**config.mk**
```make
export PLATFORM = sky130hd
export DESIGN_NAME = fbx_exec
export DESIGN_NICKNAME = d
export VERILOG_FILES = /design/src/hdl/fbx_pkg.sv /design/src/hdl/fbx_decode.sv /design/src/hdl/fbx_shift.sv /design/src/hdl/fbx_exec.sv
export SDC_FILE = /design/constraint.sdc
export NUM_CORES = 1
export LEC_CHECK = 0
export CORE_AREA = 2 2 179 312
export CTS_CLUSTER_SIZE = 20
export DETAILED_ROUTE_END_ITERATION = 10
export DIE_AREA = 0 0 181 314
export DONT_BUFFER_PORTS = 1
export SLEW_MARGIN = 20
export SYNTH_ARGS = -nofsm -noshare
export SYNTH_HDL_FRONTEND = slang
export SYNTH_SLANG_ARGS = --single-unit
```
**constraint.sdc**
```tcl
create_clock -name clock -period 15.6 [get_ports clock]
set_input_delay 0.78 -clock clock [delete_from_list [all_inputs] [get_ports clock]]
set_output_delay 0.78 -clock clock [all_outputs]
set_load 0.01 [all_outputs]
```
**src/hdl/fbx_pkg.sv**
```systemverilog
// Shared constants and types for the flag, branch, bit and load executor
package fbx_pkg;

  // ----------------------------------------------------------------
  // Register file and pointer pairs
  // ----------------------------------------------------------------
  localparam int          FBX_REG_COUNT = 32;
  localparam logic [4:0]  FBX_PTR_X     = 5'h1A;
  localparam logic [4:0]  FBX_PTR_Y     = 5'h1C;
  localparam logic [4:0]  FBX_PTR_Z     = 5'h1E;
  localparam logic [7:0]  FBX_RF_RESET  = 8'h00;
  localparam logic [15:0] FBX_STEP      = 16'h0001;

  // ----------------------------------------------------------------
  // Wishbone byte addresses
  // ----------------------------------------------------------------
  localparam logic [7:0]  FBX_ADR_INSTR    = 8'h00;
  localparam logic [7:0]  FBX_ADR_STATUS   = 8'h04;
  localparam logic [7:0]  FBX_ADR_PC       = 8'h08;
  localparam logic [7:0]  FBX_ADR_RF_INDEX = 8'h0C;
  localparam logic [7:0]  FBX_ADR_RF_DATA  = 8'h10;
  localparam logic [7:0]  FBX_ADR_CORE     = 8'h14;
  localparam logic [3:0]  FBX_SEL_ALL      = 4'hF;
  localparam logic [7:0]  FBX_FLAGS_RESET  = 8'h00;
  localparam logic [15:0] FBX_PC_RESET     = 16'h0000;

  // ----------------------------------------------------------------
  // Status flag positions
  // ----------------------------------------------------------------
  localparam int FBX_FLAG_C = 0;
  localparam int FBX_FLAG_Z = 1;
  localparam int FBX_FLAG_N = 2;
  localparam int FBX_FLAG_V = 3;
  localparam int FBX_FLAG_S = 4;
  localparam int FBX_FLAG_H = 5;
  localparam int FBX_FLAG_T = 6;
  localparam int FBX_FLAG_I = 7;

  // ----------------------------------------------------------------
  // Instruction word fields
  // ----------------------------------------------------------------
  localparam int FBX_OP_LSB    = 24;
  localparam int FBX_OP_W      = 6;
  localparam int FBX_DST_LSB   = 16;
  localparam int FBX_SRC_LSB   = 8;
  localparam int FBX_IDX_W     = 5;
  localparam int FBX_IMM_LSB   = 0;
  localparam int FBX_IMM_W     = 8;
  localparam int FBX_OP_GROUP  = 5;
  localparam int FBX_OP_RSV    = 4;
  localparam int FBX_OP_CLEAR  = 3;

  typedef enum logic [5:0] {
    OP_NOP                        = 6'h00,
    OP_BRANCH_TRANSFER_FLAG_CLEAR = 6'h01,
    OP_BRANCH_OVERFLOW_SET        = 6'h02,
    OP_BRANCH_OVERFLOW_CLEAR      = 6'h03,
    OP_BRANCH_IRQ_ENABLED         = 6'h04,
    OP_BRANCH_IRQ_DISABLED        = 6'h05,
    OP_IO_BIT_SET                 = 6'h06,
    OP_IO_BIT_CLEAR               = 6'h07,
    OP_SHIFT_LEFT                 = 6'h08,
    OP_SHIFT_RIGHT                = 6'h09,
    OP_ARITH_SHIFT_RIGHT          = 6'h0A,
    OP_ROTATE_RIGHT_VIA_CARRY     = 6'h0B,
    OP_NIBBLE_SWAP                = 6'h0C,
    OP_STATUS_BIT_SET_BY_INDEX    = 6'h0D,
    OP_STATUS_BIT_CLEAR_BY_INDEX  = 6'h0E,
    OP_FLAG_STORE_FROM_BIT        = 6'h0F,
    OP_FLAG_TO_REGISTER_BIT       = 6'h10,
    OP_REGISTER_COPY              = 6'h11,
    OP_REGISTER_PAIR_COPY         = 6'h12,
    OP_LOAD_CONSTANT              = 6'h13,
    OP_LOAD_VIA_POINTER           = 6'h14,
    OP_LOAD_VIA_POINTER_INC       = 6'h15,
    OP_LOAD_VIA_POINTER_DEC       = 6'h16,
    OP_LOAD_VIA_POINTER_OFFSET    = 6'h17,
    OP_ILLEGAL                    = 6'h3F
  } fbx_op_type;

  typedef struct packed {
    fbx_op_type op;
    logic [4:0] dst;
    logic [4:0] src;
    logic [7:0] imm;
    logic       legal;
  } fbx_instr_type;

  typedef enum logic [1:0] {
    ST_IDLE = 2'b00,
    ST_RUN1 = 2'b01,
    ST_RUN2 = 2'b10
  } fbx_state_type;

endpackage : fbx_pkg

```
**src/hdl/fbx_decode.sv**
```systemverilog
// Instruction word decoder for the executor
`timescale 1ns/1ps
module fbx_decode
  import fbx_pkg::*;
(
  input  logic [31:0]   instr_word,
  output fbx_instr_type instr
);

  logic [5:0] raw_op;

  assign raw_op = instr_word[FBX_OP_LSB +: FBX_OP_W];

  always_comb
  begin
    instr.dst   = instr_word[FBX_DST_LSB +: FBX_IDX_W];
    instr.src   = instr_word[FBX_SRC_LSB +: FBX_IDX_W];
    instr.imm   = instr_word[FBX_IMM_LSB +: FBX_IMM_W];
    instr.legal = 1'b1;
    instr.op    = OP_ILLEGAL;
    if (raw_op[FBX_OP_GROUP])
    begin
      // Dedicated flag set/clear: flag number sits in the opcode
      if (raw_op[FBX_OP_RSV])
        instr.legal = 1'b0;
      else if (raw_op[FBX_OP_CLEAR])
        instr.op = OP_STATUS_BIT_CLEAR_BY_INDEX;
      else
        instr.op = OP_STATUS_BIT_SET_BY_INDEX;
      instr.imm = {5'h00, raw_op[2:0]};
    end
    else if (raw_op <= OP_LOAD_VIA_POINTER_OFFSET)
      instr.op = fbx_op_type'(raw_op);
    else
      instr.legal = 1'b0;
  end

endmodule : fbx_decode

```
**src/hdl/fbx_shift.sv**
```systemverilog
// Shift, rotate and nibble swap unit with flag results
`timescale 1ns/1ps
module fbx_shift
  import fbx_pkg::*;
(
  input  fbx_op_type op,
  input  logic [7:0] value,
  input  logic [7:0] flags_in,
  output logic [7:0] result,
  output logic [7:0] flags_out
);

  logic carry;

  always_comb
  begin
    carry = value[0];
    case (op)
      OP_SHIFT_LEFT:
      begin
        result = {value[6:0], 1'b0};
        carry  = value[7];
      end
      OP_SHIFT_RIGHT:            result = {1'b0, value[7:1]};
      OP_ARITH_SHIFT_RIGHT:      result = {value[7], value[7:1]};
      OP_ROTATE_RIGHT_VIA_CARRY: result = {flags_in[FBX_FLAG_C], value[7:1]};
      default:                   result = {value[3:0], value[7:4]};
    endcase
    flags_out = flags_in;
    // Swap leaves every flag alone
    if (op != OP_NIBBLE_SWAP)
    begin
      flags_out[FBX_FLAG_C] = carry;
      flags_out[FBX_FLAG_Z] = (result == FBX_RF_RESET);
      flags_out[FBX_FLAG_N] = result[7];
      flags_out[FBX_FLAG_V] = result[7] ^ carry;
    end
  end

endmodule : fbx_shift

```
**src/hdl/fbx_exec.sv**
```systemverilog
// Executor for flag branches, I/O bit ops, shifts, flag ops, moves and loads
//
// The register addresses and the Wishbone slave port were decided locally.
`timescale 1ns/1ps
module fbx_exec
  import fbx_pkg::*;
(
  input  logic        clock,
  input  logic        reset,
  input  logic        wb_cyc_i,
  input  logic        wb_stb_i,
  input  logic        wb_we_i,
  input  logic [7:0]  wb_adr_i,
  input  logic [3:0]  wb_sel_i,
  input  logic [31:0] wb_dat_i,
  output logic [31:0] wb_dat_o,
  output logic        wb_ack_o,
  output logic [15:0] dmem_addr,
  output logic        dmem_rd_en,
  input  logic [7:0]  dmem_rdata,
  output logic [4:0]  io_addr,
  output logic        io_rd_en,
  output logic        io_wr_en,
  output logic [7:0]  io_wdata,
  input  logic [7:0]  io_rdata,
  output logic        busy
);

  // ----------------------------------------------------------------
  // State and datapath
  // ----------------------------------------------------------------
  fbx_state_type state;
  fbx_state_type next_state;
  fbx_instr_type ins;
  logic [31:0]   instr_word;
  logic [31:0]   next_instr_word;
  logic [7:0]    flags;
  logic [7:0]    next_flags;
  logic [15:0]   pc;
  logic [15:0]   next_pc;
  logic [4:0]    rf_index;
  logic [4:0]    next_rf_index;
  logic          illegal;
  logic          next_illegal;
  logic [15:0]   next_dmem_addr;
  logic          next_dmem_rd_en;
  logic [4:0]    next_io_addr;
  logic          next_io_rd_en;
  logic          next_io_wr_en;
  logic [7:0]    next_io_wdata;
  logic          next_ack;
  logic [31:0]   next_dat;
  logic [7:0]    rf [FBX_REG_COUNT];
  logic          we_a;
  logic          we_b;
  logic [4:0]    idx_a;
  logic [4:0]    idx_b;
  logic [7:0]    dat_a;
  logic [7:0]    dat_b;
  logic [7:0]    rd_val;
  logic [7:0]    rr_val;
  logic          rr_bit;
  logic [7:0]    sh_result;
  logic [7:0]    sh_flags;
  logic [7:0]    bit_mask;
  logic [4:0]    ptr_idx;
  logic [15:0]   ptr_val;
  logic [15:0]   ptr_inc;
  logic [15:0]   ptr_dec;
  logic [15:0]   disp_addr;
  logic [15:0]   pc_plus1;
  logic [15:0]   branch_target;
  logic          branch_take;
  logic          wb_write;

  fbx_decode u_decode (
    .instr_word (instr_word),
    .instr      (ins)
  );

  fbx_shift u_shift (
    .op        (ins.op),
    .value     (rd_val),
    .flags_in  (flags),
    .result    (sh_result),
    .flags_out (sh_flags)
  );

  assign rd_val    = rf[ins.dst];
  assign rr_val    = rf[ins.src];
  assign rr_bit    = rr_val[ins.imm[2:0]];
  assign bit_mask  = 8'h01 << ins.imm[2:0];
  assign ptr_idx   = (ins.imm[1:0] == 2'b00) ? FBX_PTR_X :
                     (ins.imm[1:0] == 2'b01) ? FBX_PTR_Y : FBX_PTR_Z;
  assign ptr_val   = {rf[{ptr_idx[4:1], 1'b1}], rf[ptr_idx]};
  assign ptr_inc   = ptr_val + FBX_STEP;
  assign ptr_dec   = ptr_val - FBX_STEP;
  assign disp_addr = {rf[{FBX_PTR_Y[4:1], 1'b1}], rf[FBX_PTR_Y]}
                     + {10'h000, ins.imm[5:0]};
  assign pc_plus1  = pc + FBX_STEP;
  assign branch_target = pc + {{8{ins.imm[7]}}, ins.imm} + FBX_STEP;
  assign busy      = (state != ST_IDLE);
  assign wb_write  = wb_cyc_i && wb_stb_i && wb_we_i && wb_ack_o && !busy;

  always_comb
  begin
    case (ins.op)
      OP_BRANCH_TRANSFER_FLAG_CLEAR: branch_take = !flags[FBX_FLAG_T];
      OP_BRANCH_OVERFLOW_SET:        branch_take = flags[FBX_FLAG_V];
      OP_BRANCH_OVERFLOW_CLEAR:      branch_take = !flags[FBX_FLAG_V];
      OP_BRANCH_IRQ_ENABLED:         branch_take = flags[FBX_FLAG_I];
      OP_BRANCH_IRQ_DISABLED:        branch_take = !flags[FBX_FLAG_I];
      default:                       branch_take = 1'b0;
    endcase
  end

  // ----------------------------------------------------------------
  // Sequencer and bus writes
  // ----------------------------------------------------------------
  always_comb
  begin
    next_state      = state;
    next_instr_word = instr_word;
    next_flags      = flags;
    next_pc         = pc;
    next_rf_index   = rf_index;
    next_illegal    = illegal;
    next_dmem_addr  = dmem_addr;
    next_dmem_rd_en = 1'b0;
    next_io_addr    = io_addr;
    next_io_rd_en   = 1'b0;
    next_io_wr_en   = 1'b0;
    next_io_wdata   = io_wdata;
    we_a  = 1'b0;
    we_b  = 1'b0;
    idx_a = ins.dst;
    idx_b = {ins.dst[4:1], 1'b1};
    dat_a = sh_result;
    dat_b = rf[{ins.src[4:1], 1'b1}];
    unique case (state)
      ST_IDLE:
      begin
        if (wb_write)
        begin
          case (wb_adr_i)
            FBX_ADR_INSTR:
              if (wb_sel_i == FBX_SEL_ALL)
              begin
                next_instr_word = wb_dat_i;
                next_state      = ST_RUN1;
              end
            FBX_ADR_STATUS:
              if (wb_sel_i[0])
                next_flags = wb_dat_i[7:0];
            FBX_ADR_PC:
            begin
              if (wb_sel_i[0])
                next_pc[7:0] = wb_dat_i[7:0];
              if (wb_sel_i[1])
                next_pc[15:8] = wb_dat_i[15:8];
            end
            FBX_ADR_RF_INDEX:
              if (wb_sel_i[0])
                next_rf_index = wb_dat_i[4:0];
            FBX_ADR_RF_DATA:
            begin
              we_a  = wb_sel_i[0];
              idx_a = rf_index;
              dat_a = wb_dat_i[7:0];
            end
            default:
              next_flags = flags;
          endcase
        end
      end
      ST_RUN1:
      begin
        next_state   = ST_IDLE;
        next_illegal = !ins.legal;
        next_pc      = branch_take ? pc : pc_plus1;
        case (ins.op)
          OP_BRANCH_TRANSFER_FLAG_CLEAR, OP_BRANCH_OVERFLOW_SET,
          OP_BRANCH_OVERFLOW_CLEAR, OP_BRANCH_IRQ_ENABLED,
          OP_BRANCH_IRQ_DISABLED:
            if (branch_take)
              next_state = ST_RUN2;
          OP_IO_BIT_SET, OP_IO_BIT_CLEAR:
          begin
            next_io_addr  = ins.src;
            next_io_rd_en = 1'b1;
            next_state    = ST_RUN2;
          end
          OP_SHIFT_LEFT, OP_SHIFT_RIGHT, OP_ARITH_SHIFT_RIGHT,
          OP_ROTATE_RIGHT_VIA_CARRY, OP_NIBBLE_SWAP:
          begin
            we_a       = 1'b1;
            next_flags = sh_flags;
          end
          OP_STATUS_BIT_SET_BY_INDEX:
            next_flags = flags | bit_mask;
          OP_STATUS_BIT_CLEAR_BY_INDEX:
            next_flags = flags & ~bit_mask;
          OP_FLAG_STORE_FROM_BIT:
            next_flags[FBX_FLAG_T] = rr_bit;
          OP_FLAG_TO_REGISTER_BIT:
          begin
            we_a  = 1'b1;
            dat_a = flags[FBX_FLAG_T] ? (rd_val | bit_mask) : (rd_val & ~bit_mask);
          end
          OP_REGISTER_COPY:
          begin
            we_a  = 1'b1;
            dat_a = rr_val;
          end
          OP_REGISTER_PAIR_COPY:
          begin
            we_a  = 1'b1;
            we_b  = 1'b1;
            idx_a = {ins.dst[4:1], 1'b0};
            dat_a = rf[{ins.src[4:1], 1'b0}];
          end
          OP_LOAD_CONSTANT:
          begin
            we_a  = 1'b1;
            dat_a = ins.imm;
          end
          OP_LOAD_VIA_POINTER, OP_LOAD_VIA_POINTER_INC:
          begin
            next_dmem_addr  = ptr_val;
            next_dmem_rd_en = 1'b1;
            next_state      = ST_RUN2;
            we_a  = (ins.op == OP_LOAD_VIA_POINTER_INC);
            we_b  = we_a;
            idx_a = ptr_idx;
            idx_b = {ptr_idx[4:1], 1'b1};
            dat_a = ptr_inc[7:0];
            dat_b = ptr_inc[15:8];
          end
          OP_LOAD_VIA_POINTER_DEC:
          begin
            next_dmem_addr  = ptr_dec;
            next_dmem_rd_en = 1'b1;
            next_state      = ST_RUN2;
            we_a  = 1'b1;
            we_b  = 1'b1;
            idx_a = ptr_idx;
            idx_b = {ptr_idx[4:1], 1'b1};
            dat_a = ptr_dec[7:0];
            dat_b = ptr_dec[15:8];
          end
          OP_LOAD_VIA_POINTER_OFFSET:
          begin
            next_dmem_addr  = disp_addr;
            next_dmem_rd_en = 1'b1;
            next_state      = ST_RUN2;
          end
          default:
            next_flags = flags;
        endcase
      end
      ST_RUN2:
      begin
        next_state = ST_IDLE;
        if (branch_take)
          next_pc = branch_target;
        if (ins.op == OP_IO_BIT_SET)
          next_io_wdata = io_rdata | bit_mask;
        else
          next_io_wdata = io_rdata & ~bit_mask;
        next_io_wr_en = (ins.op == OP_IO_BIT_SET) || (ins.op == OP_IO_BIT_CLEAR);
        we_a  = dmem_rd_en;
        dat_a = dmem_rdata;
      end
    endcase
  end

  // ----------------------------------------------------------------
  // Wishbone answer
  // ----------------------------------------------------------------
  always_comb
  begin
    next_ack = wb_cyc_i && wb_stb_i && !wb_ack_o;
    case (wb_adr_i)
      FBX_ADR_INSTR:    next_dat = instr_word;
      FBX_ADR_STATUS:   next_dat = {24'h00_0000, flags};
      FBX_ADR_PC:       next_dat = {16'h0000, pc};
      FBX_ADR_RF_INDEX: next_dat = {27'h000_0000, rf_index};
      FBX_ADR_RF_DATA:  next_dat = {24'h00_0000, rf[rf_index]};
      FBX_ADR_CORE:     next_dat = {30'h0000_0000, illegal, busy};
      default:          next_dat = '0;
    endcase
  end

  always_ff @(posedge clock or posedge reset)
  begin
    if (reset)
    begin
      state      <= ST_IDLE;
      instr_word <= '0;
      flags      <= FBX_FLAGS_RESET;
      pc         <= FBX_PC_RESET;
      rf_index   <= '0;
      illegal    <= 1'b0;
      dmem_addr  <= '0;
      dmem_rd_en <= 1'b0;
      io_addr    <= '0;
      io_rd_en   <= 1'b0;
      io_wr_en   <= 1'b0;
      io_wdata   <= '0;
      wb_ack_o   <= 1'b0;
      wb_dat_o   <= '0;
    end
    else
    begin
      state      <= next_state;
      instr_word <= next_instr_word;
      flags      <= next_flags;
      pc         <= next_pc;
      rf_index   <= next_rf_index;
      illegal    <= next_illegal;
      dmem_addr  <= next_dmem_addr;
      dmem_rd_en <= next_dmem_rd_en;
      io_addr    <= next_io_addr;
      io_rd_en   <= next_io_rd_en;
      io_wr_en   <= next_io_wr_en;
      io_wdata   <= next_io_wdata;
      wb_ack_o   <= next_ack;
      wb_dat_o   <= next_dat;
    end
  end

  genvar g;
  generate
    for (g = 0; g < FBX_REG_COUNT; g++)
    begin : g_rf
      always_ff @(posedge clock or posedge reset)
      begin
        if (reset)
          rf[g] <= FBX_RF_RESET;
        else if (we_a && (idx_a == 5'(g)))
          rf[g] <= dat_a;
        else if (we_b && (idx_b == 5'(g)))
          rf[g] <= dat_b;
      end
    end
  endgenerate
endmodule : fbx_exec

```
==> results.sh, run 1 <==
export IMPL_clkSinkCount=385
export IMPL_yosysTopAreaCellShare_pct=35.8
export IMPL_cp_required_ps=16040
export IMPL_clock_tree_htree_level_count=2
export IMPL_multi_input_area_sq_um=16300
export IMPL_synth_top_area_cell="dfrtp_1"
export IMPL_design_die_area_sq_um=56800
export IMPL_async_reset_ff_share_pct=100
export IMPL_wl_per_cell_um=38.2
export IMPL_dominantRegCellSynth="dfrtp_1"
export IMPL_first_global_vias=24216
export IMPL_post_synth_and_or_nand_nor_area_fraction_pct=14.5
export IMPL_clock_power_share_pct=41.7
export IMPL_finalWorstPathRequiredPeriod_ps=5350
export IMPL_n_fill_cell=4944
export IMPL_timing_max_transition_violations_final=0
export IMPL_ctsResizeCount=0
export IMPL_worst_hold_slack_ps=125
export IMPL_min_delay_path_class="input port to async pin"
export IMPL_via_count=24859
export IMPL_postRouteWirelength_um=129000
export IMPL_rsz0062_at_grt="false"
export IMPL_post_route_period_util_pct=34.3
export IMPL_tritoncts="done"
export IMPL_setup_total_negative_slack_ps=0
export IMPL_yosys_warnings=0
export IMPL_syn_avg_cell_area_sq_um=9.75
export IMPL_place_gp_congestion=1.05
export IMPL_worst_path_max_delay_cell="a221oi_1"
export IMPL_drt_iter0_drc=2980
export IMPL_antenna_violations_before_repair=6
export IMPL_firstDrtPassIters=8
export IMPL_path_max_fanout=38
export IMPL_synth_sequential_area_ratio_pct=35.8
export IMPL_track_usage_pct=45.2
export IMPL_reg2reg_slack_ps=10250
export IMPL_postRouteAntennaNets=0
export IMPL_internal_power_w=0.00175
export IMPL_p_sw_share_pct=29.9
export IMPL_fin_skew_ps=17.1
export IMPL_clk_insertion_delay_late_ps=620
export IMPL_drc=0
export IMPL_vdd_drop_max_mv=0.0840
export IMPL_total_nets_after_synthesis=2854
export IMPL_io_buffers=0
export IMPL_worst_slew_margin_rel_pct=18.9
export IMPL_post_cts_setup_buffer_count=0
export IMPL_worst_ep_arrival_time_ps=5790
export IMPL_grt_max_degree=136
export IMPL_boundaryPins=131
export IMPL_start_kind="flop"
export IMPL_number_of_flops_mapped_to_enable_cells_by_yosys=0
export IMPL_ys_top_cells_by_count="385 x dfrtp_1, 316 x nor2_1, 287 x nand2_1, 233 x o21ai_0, 175 x mux4_2"
export IMPL_tightestPinTransition_ps=1220
export IMPL_wire_length_of_the_first_global_routing_pass_um=181000
export IMPL_sequentialPowerShare_pct=43.8
export IMPL_worst_setup_path_end_kind="flop"
export IMPL_fraction_of_the_mapped_netlist_area_in_compound_gates_pct=19.0
export IMPL_post_synth_mux_area_share_pct=23.1
export IMPL_core_area_sq_um=54300
export IMPL_power_density_nw_per_um2=86.5
export IMPL_fmaxAchievable_mhz=187
export IMPL_timing_critical_path_cells="buf_4, buf_4, mux4_2, a22o_1, a31o_2, or2_1, a221oi_1, a221oi_1, a211oi_4, buf_4, o21ai_0"
export IMPL_place_hpwl_um=95900
export IMPL_rows=113
export IMPL_combPwrFrac_pct=14.5
export IMPL_area_delta_synth_final_pct=7.10
export IMPL_synth_adder_area_share_pct=1.40
export IMPL_final_layout_size_suffix_gt1_share_pct=17.9
export IMPL_root_buf_cell="clkbuf_16"
export IMPL_power_switching_w=0.000744
export IMPL_die_height_um=314
export IMPL_synthCells=2760
export IMPL_outcome="finished clean"
export IMPL_fp_dieW_um=181
export IMPL_cts_hold_buffers_added=0
export IMPL_p_leak_nw=11.7
export IMPL_clkSlewWorstSetupHoldPaths_ps=60
export IMPL_setup_viol=0
export IMPL_critical_path_top_cell_by_count="buf_4"
export IMPL_synth_lib_cells_used_distinct=94
export IMPL_post_synth_main_area_contributors="dfrtp_1 36%, mux4_2 15%, mux2i_1 4.7%"
export IMPL_timing_critical_path_slowest_cell_delay_ps=680
export IMPL_detail_route_vias_per_cell=7.38
export IMPL_synth_xor_area_share_pct=2.05
export IMPL_initial_utilization_pct=49.5
export IMPL_max_cap_violations=0
export IMPL_setup_worst_path_class="flop to flop"
export IMPL_cts_buffers=39
export IMPL_synth_ff_latch_count=385
export IMPL_synth_top_family_by_area="multiplexers"
export IMPL_mappedNetlistArea_sq_um=26900
export IMPL_seqCellArea_sq_um=9660
export IMPL_globalRoute_totalOverflow=0
export IMPL_clk_path_buf_depth=3
export IMPL_fin_nets=2742
export IMPL_synth_most_common_cell="dfrtp_1"
export IMPL_number_of_hold_violations_in_the_final_report=0
==> layout by cell type, fill, tap and decap left out, drive strengths merged, types with 22 or more instances in the layout <==
cell type	count
a21oi	148
a221oi	36
a22oi	40
a31oi	22
and3	36
buf	67
clkbuf	55
dfrtp	385
ha	27
inv	31
mux2	86
mux2i	128
mux4	175
nand2	287
nand3	51
nor2	317
nor2b	25
nor3	26
o211ai	38
o21ai	248
o22ai	91
xnor2	42
==> stage by stage <==
stage | area (sq um) | setup WS (ps) | utilization, % | total power (W) | std cells
floorplan | 26900 | 4120 | - | 0.00133 | 2760
finish | 28800 | 10250 | 53.1 | 0.00249 | 3368
global route | 28800 | 10220 | 53.0 | 0.00256 | 3365
global placement | 27400 | 10030 | 50.5 | 0.00145 | 3295
CTS | 28800 | 10410 | 53.0 | 0.00249 | 3365
detailed placement | 27400 | 10390 | 50.5 | 0.00146 | 3297
==> power by group through the flow <==
| stage | sequential (W) | combinational, W | clock, W |
|---|---|---|---|
| 6_report | 0.00109 | 0.000360 | 0.00104 |
| 5_1_grt | 0.00109 | 0.000388 | 0.00108 |
| 4_1_cts | 0.00109 | 0.000353 | 0.00104 |
| 3_5_place_dp | 0.00111 | 0.000353 | 0 |
| 3_3_place_gp | 0.00111 | 0.000345 | 0 |
| 2_1_floorplan | 0.00108 | 0.000250 | 0 |
==> worst paths after layout <==
kind                       cells past startpoint              to      startpoint
min in group clock                             2   instr_word[9]     wb_dat_i[9]
setup reg to reg                              11         rf[142]  instr_word[18]
max in group asynchronous                      2  instr_word[16]           reset
hold / removal                                 1    dmem_addr[0]           reset
setup / recovery                              11         rf[142]  instr_word[18]
hold reg to reg                                1    wb_dat_o[14]  instr_word[14]
==> worst max-delay path: cells and delay by family, from the launching register on <==
kind | cells | cell delay (ps)
AOI/OAI and AO/OA | 6 | 2080
buffers and inverters | 3 | 1510
DFF | 1 | 650
muxes | 1 | 510
and+or+nand+nor | 1 | 340
==> routing by layer <==
layer	share of wire, %	routed length, um	GRT usage, %	vias to the layer above
met5	0.010	13	0.170	-
li1	-	-	-	10172
met4	13	17000	47.3	2
met2	48	61200	74.7	1825
met1	31	39700	46.0	12141
met3	8.4	10800	9.61	719
==> logic make-up (layout without fill, tap and decap cells) <==
family                     Yosys count  in the layout
buffers and inverters              253            168
DFF                                385            385
xor gates and xnor gates            63             63
other                                0              3
AOI/OAI and AO/OA                  778            778
and+or+nand+nor                    863            863
adders and majority gates           29             29
muxes                              389            389
==> registers in the layout, indices dropped and copies added (netlist names), 2 cells and up, named ones only <==
signal,flops
dmem_addr,16
io_addr,5
io_wdata,8
flags,7
pc,16
wb_dat_o,32
instr_word,32
state,2
rf,256
rf_index,5
==> cell type report <==
type                       instances  share of cell area (%)
timing repair buffer              67                    1.83
clock buffer                      55                    3.99
inverter                          33                   0.473
tap                              690                    3.00
antenna                            3                  0.0261
sequential                       385                    33.5
clock inverter                    13                   0.699
multi-input combinational       2122                    56.5
Note: power is estimated with default switching activity, not from simulation.
==> run 2: changes to the inputs <==
Settings changed: PLACE_DENSITY from default to 0.67.
Clock period 15.6 ns to 4.5 ns, I/O delays scaled along.
==> run 2 against run 1 <==
Clock-buffer cell count rose by 1. Combinational power rose to 3.6 times the previous value. Final area rose by 5.1%. Sequential share of layout area fell by 1.6 points. Setup slack got worse by 10000 ps. Via count rose by 2.9%. Critical path depth fell by 1. Die area did not move. Non-clock buffer count rose by 155.
==> results.sh, run 2 (synthesized netlist as in run 1, its figures left out) <==
export IMPL_power_density_nw_per_um2=291
export IMPL_firstDrtPassIters=6
export IMPL_layout_core_utilization_pct=55.8
export IMPL_globalRoute_totalOverflow=0
export IMPL_vdd_drop_max_mv=0.320
export IMPL_antenna_violations_before_repair=8
export IMPL_worst_setup_path_end_kind="flop"
export IMPL_fin_skew_ps=26.4
export IMPL_postRouteWirelength_um=132000
export IMPL_worst_ep_arrival_time_ps=4880
export IMPL_timing_critical_path_slowest_cell_delay_ps=780
export IMPL_setup_total_negative_slack_ps=0
export IMPL_cts_buffers=40
export IMPL_design_die_area_sq_um=56800
export IMPL_tritoncts="done"
export IMPL_clkSinkCount=385
export IMPL_path_delay_family="compound AO/OA/AOI/OAI gates"
export IMPL_fin_total_pwr_w=0.00882
export IMPL_fin_nets=2898
export IMPL_path_max_fanout=24
export IMPL_timing_max_transition_violations_final=0
export IMPL_wire_length_of_the_first_global_routing_pass_um=186000
export IMPL_postRouteAntennaNets=0
export IMPL_number_of_hold_violations_in_the_final_report=0
export IMPL_io_buffers=0
export IMPL_place_gp_congestion=1.14
export IMPL_start_kind="flop"
export IMPL_commonest_non_fill_non_tap_cell_in_the_layout="dfrtp_1"
export IMPL_rows=113
export IMPL_worst_path_max_delay_cell="dfrtp_4"
export IMPL_clkSlewWorstSetupHoldPaths_ps=70
export IMPL_highest_signal_layer="met4"
export IMPL_placed_cells_incl_taps=3407
export IMPL_grt_max_degree=142
export IMPL_first_global_vias=25606
export IMPL_clk_insertion_delay_late_ps=630
export IMPL_root_buf_cell="clkbuf_16"
export IMPL_wl_per_cell_um=37.4
export IMPL_met3RoutedLength_um=10600
export IMPL_post_route_period_util_pct=96.9
export IMPL_cp_required_ps=5020
export IMPL_timing_critical_path_cells="mux4_2, a22o_1, a221oi_1, and2_1, a2bb2oi_1, nand2_1, nor4bb_1, a311oi_1, buf_4, o31ai_1"
export IMPL_max_cap_violations=0
export IMPL_post_route_cell_area_sq_um=30300
export IMPL_drc=0
export IMPL_rsz0062_at_grt="false"
export IMPL_boundaryPins=131
export IMPL_area_delta_synth_final_pct=12.5
export IMPL_initial_utilization_pct=49.5
export IMPL_cp_buffers_inverters=1
export IMPL_place_hpwl_um=101000
export IMPL_fmaxAchievable_mhz=229
export IMPL_drt_iter0_drc=2588
export IMPL_outcome="finished clean"
export IMPL_setup_viol=0
export IMPL_core_area_sq_um=54300
export IMPL_die_height_um=314
export IMPL_wl_met2_um=62200
export IMPL_p_leak_nw=12.5
export IMPL_largest_register="rf"
export IMPL_worst_slew_margin_rel_pct=19.5
export IMPL_finalWorstPathRequiredPeriod_ps=4360
export IMPL_dpl_cell_area_sq_um=28400
export IMPL_detail_route_vias_per_cell=7.24
export IMPL_layout_cells_non_filler=3531
export IMPL_setup_worst_path_class="flop to flop"
export IMPL_track_usage_pct=46.4
export IMPL_final_layout_size_suffix_gt1_share_pct=20.7
export IMPL_fp_dieW_um=181
export IMPL_reg_top3="rf x256, instr_word x32, wb_dat_o x32"
export IMPL_clock_tree_htree_level_count=2
export IMPL_via_count=25575
export IMPL_most_common_layout_cells="377 x dfrtp_1, 314 x nor2_1, 287 x nand2_1"
export IMPL_clk_path_buf_depth=3
export IMPL_wl_met1_um=39900
export IMPL_min_delay_path_class="input port to flop"
export IMPL_largest_register_ffs=256
export IMPL_tightestPinTransition_ps=1200
run 2: final timing paths:
| path | startpoint | to | slack, ps | cells after the start |
|---|---|---|---|---|
| min in group asynchronous | reset | dmem_addr[14] | 90 | 2 |
| max reg2reg | instr_word[18] | flags[1] | 140 | 10 |
| min reg2reg | instr_word[23] | wb_dat_o[23] | 500 | 1 |
| min | dmem_rdata[0] | rf[32] | 1 | 3 |
| max in group asynchronous | reset | instr_word[16] | 3180 | 3 |
| max | instr_word[18] | flags[1] | 140 | 10 |
run 2: layer usage:
| layer | vias up | track usage (%) |
|---|---|---|
| met5 | - | 0 |
| met4 | 0 | 52.5 |
| met3 | 756 | 10.6 |
| met2 | 1769 | 77.3 |
| met1 | 12561 | 44.7 |
| li1 | 10489 | - |
run 2: cell type report:
cell class / instances / area, sq um
clock buffer: 56 / 1130
fill: 4867 / 24000
sequential: 385 / 9650
antenna: 7 / 17.5
timing repair buffer: 222 / 1950
multi-input combinational: 2122 / 16300
inverter: 33 / 133
clock inverter: 16 / 265
tap: 690 / 863
run 2: tightest hold or removal path, delay by kind of cell:
| kind | cells | cell delay (ps) |
|---|---|---|
| multiplexers | 1 | 130 |
| buffers and inverters | 1 | 170 |
| AO/OA/AOI/OAI | 1 | 60 |
run 2: stage by stage:
step                setup slack (ps)  hold slack [ps]
finish                           141             1.21
detailed placement              58.9              109
floorplan                       -901              333
global route                    46.7             12.4
global placement                64.8             92.6
CTS                             51.9             5.72
run 2: power breakdown:
group,total (W),internal (W),switching (W)
Sequential,0.00382,0.00357,0.000250
Combinational,0.00130,0.000468,0.000831
Clock,0.00370,0.00211,0.00159
Total,0.00882,0.00615,0.00267
run 2: what timing repair did:
action | CTS | global route
hold endpoints to repair | 143 | 0
hold buffers | 44 | 0
setup endpoints to repair | 0 | 33
gates resized for setup | 0 | 1
setup buffers | 0 | 1
